<file path="src/alert_pkg.sv">
// Constants for the over-temperature alert output logic.
// Assumes 12-bit signed temperature results in a 16-bit left-justified word.
package alert_pkg;
   localparam int          TEMP_W          = 16;
   localparam int          FAULT_W         = 3;
   // +80 degC, left-justified, 1/16 degC per LSB in bits 15:4
   localparam logic [15:0] LIMIT_RESET     = 16'h5000;
   // +75 degC default hysteresis
   localparam logic [15:0] HYST_RESET      = 16'h4B00;
   localparam logic [2:0]  FAULT_RESET     = 3'h1;
   localparam logic        POLARITY_RESET  = 1'b0;
   localparam logic        OP_MODE_RESET   = 1'b0;
   localparam logic        ALERT_SEL_RESET = 1'b0;

   typedef enum logic [1:0] {
      ST_IDLE    = 2'b00,
      ST_ARMED   = 2'b01,
      ST_LATCHED = 2'b10
   } int_state_e;
endpackage : alert_pkg

</file>
<file path="src/alert_cmp_if.sv">
// Comparison results passed from the comparator to the alert controller.
// Assumes a single clock domain.
`timescale 1ns/1ps
interface alert_cmp_if;
   logic at_or_above_limit;
   logic below_hyst;
   logic sample;

   modport producer (output at_or_above_limit, output below_hyst, output sample);
   modport consumer (input at_or_above_limit, input below_hyst, input sample);
endinterface : alert_cmp_if

</file>
<file path="src/temp_alert_output_logic.sv">
// Drives the open-drain over-temperature alert pin from limit comparisons.
// Assumes config bits are written by the serial front end and stay static
// between conversions; register_read pulses once per host register read.
`timescale 1ns/1ps
module temp_alert_output_logic
   import alert_pkg::*;
(
   input  wire logic               clk,
   input  wire logic               rstn,
   input  wire logic [TEMP_W-1:0]  temp_result,
   input  wire logic               result_valid,
   input  wire logic               limit_wr,
   input  wire logic [TEMP_W-1:0]  limit_wdata,
   input  wire logic               hyst_wr,
   input  wire logic [TEMP_W-1:0]  hyst_wdata,
   input  wire logic               cfg_wr,
   input  wire logic               cfg_interrupt_mode,
   input  wire logic               cfg_smbus_alert,
   input  wire logic               cfg_active_high,
   input  wire logic [FAULT_W-1:0] cfg_fault_count,
   input  wire logic               shutdown,
   input  wire logic               register_read,
   output logic [TEMP_W-1:0]       over_temp_limit,
   output logic [TEMP_W-1:0]       hysteresis_limit,
   output logic                    interrupt_mode,
   output logic                    smbus_alert_mode,
   output logic                    active_high,
   output logic [FAULT_W-1:0]      fault_count,
   output logic                    alert_active,
   output logic                    over_temp_alert_output_o,
   output logic                    over_temp_alert_output_oe_n
);
   alert_cmp_if cmp ();

   int_state_e           state;
   int_state_e           next_state;
   logic                 cmp_alert;
   logic [FAULT_W-1:0]   faults;
   logic [FAULT_W-1:0]   next_faults;
   logic                 next_cmp_alert;

   wire logic            alert_level;
   wire logic            int_alert;
   wire logic            fault_hit;
   wire logic [FAULT_W-1:0] fault_need;
   wire logic            sample_hit;
   wire logic            sample_miss;
   wire logic [FAULT_W-1:0] fault_incr;
   wire logic            next_oe_n;

   temp_compare u_compare (
      .clk              (clk),
      .rstn             (rstn),
      .temp_result      (temp_result),
      .result_valid     (result_valid),
      .over_temp_limit  (over_temp_limit),
      .hysteresis_limit (hysteresis_limit),
      .cmp              (cmp)
   );

   // Limits; shutdown has no say here, the host may rewrite them any time
   always_ff @(posedge clk) begin
      if (!rstn) begin
         over_temp_limit <= LIMIT_RESET;
      end else if (limit_wr) begin
         over_temp_limit <= limit_wdata;
      end
   end

   always_ff @(posedge clk) begin
      if (!rstn) begin
         hysteresis_limit <= HYST_RESET;
      end else if (hyst_wr) begin
         hysteresis_limit <= hyst_wdata;
      end
   end

   // Configuration fields load together on one strobe
   always_ff @(posedge clk) begin
      if (!rstn) begin
         interrupt_mode <= OP_MODE_RESET;
      end else if (cfg_wr) begin
         interrupt_mode <= cfg_interrupt_mode;
      end
   end

   always_ff @(posedge clk) begin
      if (!rstn) begin
         smbus_alert_mode <= ALERT_SEL_RESET;
      end else if (cfg_wr) begin
         smbus_alert_mode <= cfg_smbus_alert;
      end
   end

   always_ff @(posedge clk) begin
      if (!rstn) begin
         active_high <= POLARITY_RESET;
      end else if (cfg_wr) begin
         active_high <= cfg_active_high;
      end
   end

   always_ff @(posedge clk) begin
      if (!rstn) begin
         fault_count <= FAULT_RESET;
      end else if (cfg_wr) begin
         fault_count <= cfg_fault_count;
      end
   end

   assign sample_hit  = cmp.sample && cmp.at_or_above_limit;
   assign sample_miss = cmp.sample && !cmp.at_or_above_limit;
   assign fault_incr  = faults + FAULT_W'(1);

   // Zero count treated as one so the alert can still fire
   assign fault_need = (fault_count == '0) ? FAULT_W'(1) : fault_count;
   assign fault_hit  = sample_hit && (fault_incr >= fault_need);

   // Comparator path; shutdown neither stops new samples nor clears
   always_comb begin
      next_cmp_alert = cmp_alert;
      if (cmp.sample) begin
         if (cmp.at_or_above_limit) begin
            next_cmp_alert = 1'b1;
         end else if (cmp.below_hyst) begin
            next_cmp_alert = 1'b0;
         end
      end
   end

   // Interrupt path state machine
   always_comb begin
      next_state  = state;
      next_faults = faults;
      case (state)
         ST_IDLE: begin
            if (sample_miss) begin
               next_faults = '0;
            end else if (fault_hit) begin
               next_faults = '0;
               next_state  = ST_LATCHED;
            end else if (sample_hit) begin
               next_faults = fault_incr;
            end
         end
         ST_LATCHED: begin
            if (register_read) begin
               next_state = ST_ARMED;
            end
         end
         ST_ARMED: begin
            // A new event needs a fresh excursion below the limit first
            if (sample_miss) begin
               next_state  = ST_IDLE;
               next_faults = '0;
            end
         end
         default: begin
            next_state  = ST_IDLE;
            next_faults = '0;
         end
      endcase
   end

   always_ff @(posedge clk) begin
      if (!rstn) begin
         state     <= ST_IDLE;
         faults    <= '0;
         cmp_alert <= 1'b0;
      end else if (!interrupt_mode) begin
         state     <= ST_IDLE;
         faults    <= '0;
         cmp_alert <= next_cmp_alert;
      end else begin
         state     <= next_state;
         faults    <= next_faults;
         cmp_alert <= 1'b0;
      end
   end

   assign int_alert   = (state == ST_LATCHED);
   assign alert_level = interrupt_mode ? int_alert : cmp_alert;

   // Open drain pulls low when active-low and asserted
   assign next_oe_n = ~(alert_level ^ active_high);

   // Status copy of the alert, independent of polarity
   always_ff @(posedge clk) begin
      if (!rstn) begin
         alert_active <= 1'b0;
      end else begin
         alert_active <= alert_level;
      end
   end

   // Pin data stays low; only the enable moves, so the pin never drives high
   always_ff @(posedge clk) begin
      if (!rstn) begin
         over_temp_alert_output_o <= 1'b0;
      end else begin
         over_temp_alert_output_o <= 1'b0;
      end
   end

   always_ff @(posedge clk) begin
      if (!rstn) begin
         over_temp_alert_output_oe_n <= 1'b1;
      end else begin
         over_temp_alert_output_oe_n <= next_oe_n;
      end
   end
endmodule : temp_alert_output_logic

</file>
<file path="src/temp_compare.sv">
// Signed compare of each new temperature result against both limits.
// Assumes result_valid pulses one cycle per finished conversion.
`timescale 1ns/1ps
module temp_compare
   import alert_pkg::*;
(
   input  wire logic              clk,
   input  wire logic              rstn,
   input  wire logic [TEMP_W-1:0] temp_result,
   input  wire logic              result_valid,
   input  wire logic [TEMP_W-1:0] over_temp_limit,
   input  wire logic [TEMP_W-1:0] hysteresis_limit,
   alert_cmp_if.producer          cmp
);
   wire logic ge_limit;
   wire logic lt_hyst;

   assign ge_limit = $signed(temp_result) >= $signed(over_temp_limit);
   assign lt_hyst  = $signed(temp_result) < $signed(hysteresis_limit);

   always_ff @(posedge clk) begin
      if (!rstn) begin
         cmp.at_or_above_limit <= 1'b0;
         cmp.below_hyst        <= 1'b0;
         cmp.sample            <= 1'b0;
      end else begin
         cmp.sample <= result_valid;
         if (result_valid) begin
            cmp.at_or_above_limit <= ge_limit;
            cmp.below_hyst        <= lt_hyst;
         end
      end
   end
endmodule : temp_compare

</file>
<file path="config.mk">
export PLATFORM = sky130hd
export DESIGN_NAME = temp_alert_output_logic
export DESIGN_NICKNAME = d
export VERILOG_FILES = /design/src/alert_pkg.sv /design/src/alert_cmp_if.sv /design/src/temp_alert_output_logic.sv /design/src/temp_compare.sv
export SDC_FILE = /design/constraint.sdc
export NUM_CORES = 1
export LEC_CHECK = 0
export BUFFER_PORTS_ARGS = -buffer_cell sky130_fd_sc_hd__buf_2
export CAP_MARGIN = 10
export CORE_AREA = 2 2 74 76
export CTS_BUF_LIST = sky130_fd_sc_hd__clkbuf_2 sky130_fd_sc_hd__clkbuf_4 sky130_fd_sc_hd__clkbuf_8
export CTS_CLUSTER_SIZE = 40
export DETAILED_ROUTE_END_ITERATION = 7
export DIE_AREA = 0 0 76 78
export GPL_TIMING_DRIVEN = 0
export PLACE_DENSITY = 0.83
export SLEW_MARGIN = 30
export SYNTH_ARGS = -nofsm -noshare
export SYNTH_HDL_FRONTEND = slang
export SYNTH_HIERARCHICAL = 1
export SYNTH_SLANG_ARGS = --single-unit
</file>
<file path="constraint.sdc">
create_clock -name clk -period 3.7 [get_ports clk]
set_input_delay 1.11 -clock clk [delete_from_list [all_inputs] [get_ports clk]]
set_output_delay 1.11 -clock clk [all_outputs]
set_load 0.02 [all_outputs]
</file>
==> impl_metrics.ini <==
[status]
status = finished clean

[yosys]
synth_cell_type_count = 42
synth_area_mm2 = 0.00277
yosysMostFrequentCell = dfxtp_1
yosysWarnings = 6
yosys.area.top_type = dfxtp_1
synth_flop_cell = dfxtp_1
synth-seq-cells = 49
syn_inst = 292
ys_top_cells_by_area = dfxtp_1, ha_1, mux2i_1, nor2b_1, inv_1
yosys-top-cells-count = dfxtp_1, mux2i_1, nor2b_1, ha_1, inv_1
ys_seq_area_share_pct = 35.4
async_reset_ff_share_pct = 0
synth_edf_count = 0
synthesis.nets = 389
avgSynthCellArea_um2 = 9.48
yosysTopAreaCellShare_pct = 35.4

[floorplanning]
io_pins = 103
initial_utilization_pct = 54.9
die_h_um = 78
dieArea_mm2 = 0.00593
core_mm2 = 0.00504
die_w_um = 76
num_rows = 26

[finish]
area_growth_pct = 25.0
fillCellCount = 422
drive_gt1_share_pct = 29.7
postLayoutCoreUtil_pct = 68.7
multi_input_area_mm2 = 0.00161
antenna_cells = 0
final_nets = 493
fin_cells = 467
final_cell_area_mm2 = 0.00346
regArea_um2 = 981

[placed_design]
place_congestion = 0.846
hpwl_um = 5090
port_buffers = 97
place_area_mm2 = 0.00334
dp_slack_ns = 1.00
placed_cells = 459

[clock_tree]
clock_path_buffers = 2
cts-resized-gates = 0
cts_root_buffer = clkbuf_8
cts_hold_buffers = 0
cts_tree = yes
cts_made_buffers = 5
clkLatencyLatePin_ns = 0.30
cts_setup_buffers = 0
clkSlewWorstSetupHoldPaths_ns = 0.08
cts_max_level = 2
clock-sinks = 49

[drt]
drc = 0
drt_iter0_markers = 107
vias_per_cell = 5.10
wl_per_cell_um = 13.5
first_pass_iters = 4
wirelength_um = 6310
vias = 2382
ant_nets = 0

[critical_path]
cp-endpoint = u_compare/cmp.at_or_above_limit$_SDFFE_PN0P_
reg2reg_depth = 7
crit_start = temp_result[15]
crit_type = in2reg
reg2reg_from = faults[0]$_SDFFE_PN0P_
r2r_end = faults[0]$_SDFFE_PN0P_
r2r_setup_slack_ns = 1.78
timing.critical_path.from_type = input pin
crit_arrival_ns = 2.65
required_ns = 3.93
crit_path_end_kind = flip-flop
cp_max_fo = 4

[global_routing]
grt_util_all_layers_pct = 21.7
grt_pass1_vias = 2352
grt_overflow = 0
antenna_found_initial = 0
grt_max_degree = 15
grt_pass1_wl_um = 10400

[timing]
setup_tns_ns = 0
fin_ws_ns = 1.28
finalCritPeriodShare_pct = 65.5
setup_viol_count_final = 0
hold_violations = 0
max_freq_mhz = 413
finalClockSkew_ns = 0.00756
slew_viol_final = 0
rsz0062_at_grt = false
hold_ws_ns = 0.488
period_minus_slack_ns = 2.42

[job]
max_cap_violations = 0

[pwr]
p_leak_nw = 1.75
power.total_mw = 1.24
ir_worst_vdd_mv = 0.238
p_per_area_mw_per_mm2 = 357

[hold_path]
hold_path_class = reg2reg
-- layer usage --
| layer | up-vias | global-route usage (%) | part of all wire, % |
|---|---|---|---|
| met5 | - | 0 | 0 |
| met4 | 0 | 7.45 | 2.1 |
| met3 | 14 | 4.77 | 4.8 |
| met2 | 72 | 39.7 | 51 |
| met1 | 1089 | 25.0 | 42 |
| li1 | 1207 | - | - |
-- state kept, by name (all words and copies together) (netlist names) --
register	flops
u_compare/cmp.sample	1
u_compare/cmp.below_hyst	1
cmp_alert	1
fault_count	3
active_high	1
alert_active	1
smbus_alert_mode	1
over_temp_limit	16
interrupt_mode	1
state	2
u_compare/cmp.at_or_above_limit	1
faults	3
over_temp_alert_output_oe_n	1
hysteresis_limit	16
-- where the power goes --
part	internal (mW)	switching (mW)
Combinational	0.120	0.142
Sequential	0.557	0.0232
Clock	0.228	0.169
Total	0.904	0.333
-- logic make-up (layout without fill, tap and decap cells) --
kind of cell / Yosys count / count (layout) / share of synthesized area [%]
xor+xnor: 2 / 2 / 0.633
flops: 49 / 49 / 35.4
buf+inv: 44 / 149 / 6.55
simple gates: 83 / 83 / 17.3
mux: 41 / 41 / 14.9
compound gates: 37 / 37 / 9.26
other cells: 1 / 1 / 0.135
fa+ha+maj: 35 / 35 / 15.8
-- how the worst min path moves through the flow --
stage | start | endpoint | slack, ns | depth (start not counted)
2_1_floorplan | faults[1]$_SDFFE_PN0P_ | faults[1]$_SDFFE_PN0P_ | 0.45 | 1
3_3_place_gp | faults[1]$_SDFFE_PN0P_ | faults[1]$_SDFFE_PN0P_ | 0.47 | 1
3_5_place_dp | faults[1]$_SDFFE_PN0P_ | faults[1]$_SDFFE_PN0P_ | 0.47 | 1
4_1_cts | faults[1]$_SDFFE_PN0P_ | faults[1]$_SDFFE_PN0P_ | 0.50 | 1
5_1_grt | faults[1]$_SDFFE_PN0P_ | faults[1]$_SDFFE_PN0P_ | 0.51 | 1
6_report | faults[1]$_SDFFE_PN0P_ | faults[1]$_SDFFE_PN0P_ | 0.49 | 1
-- area by class of cell --
| cell class | count | share of cell area [%] |
|---|---|---|
| clock buffer | 7 | 2.60 |
| inverter | 34 | 3.69 |
| tap | 70 | 2.53 |
| sequential | 49 | 28.3 |
| multi-input combinational | 199 | 46.4 |
| clock inverter | 1 | 0.867 |
| buffer | 10 | 1.55 |
| timing repair buffer | 97 | 14.0 |
-- worst max-delay path: stages --
cell and delay (ns):
buf_2 0.11, ha_1 0.32, nand4_1 0.21, a2111oi_0 0.52, or4_1 0.21, mux2i_1 0.18
-- layout by cell type (no fill, tap or decap), types with 2 or more instances in the layout --
cell type,count
buf_2,101
dfxtp_1,49
mux2i_1,40
nor2b_1,38
ha_1,35
inv_1,34
nand2_1,19
a21oi_1,10
clkbuf_8,6
nand4_1,6
a21o_1,5
nand2b_1,4
o21ai_1,4
clkbuf_1,3
buf_4,3
a211oi_1,3
nor2_1,3
o21bai_1,2
nand3b_1,2
or4b_1,2
nor4_1,2
nand3_1,2
o211ai_2,2
(Power assumes the default switching activity.)
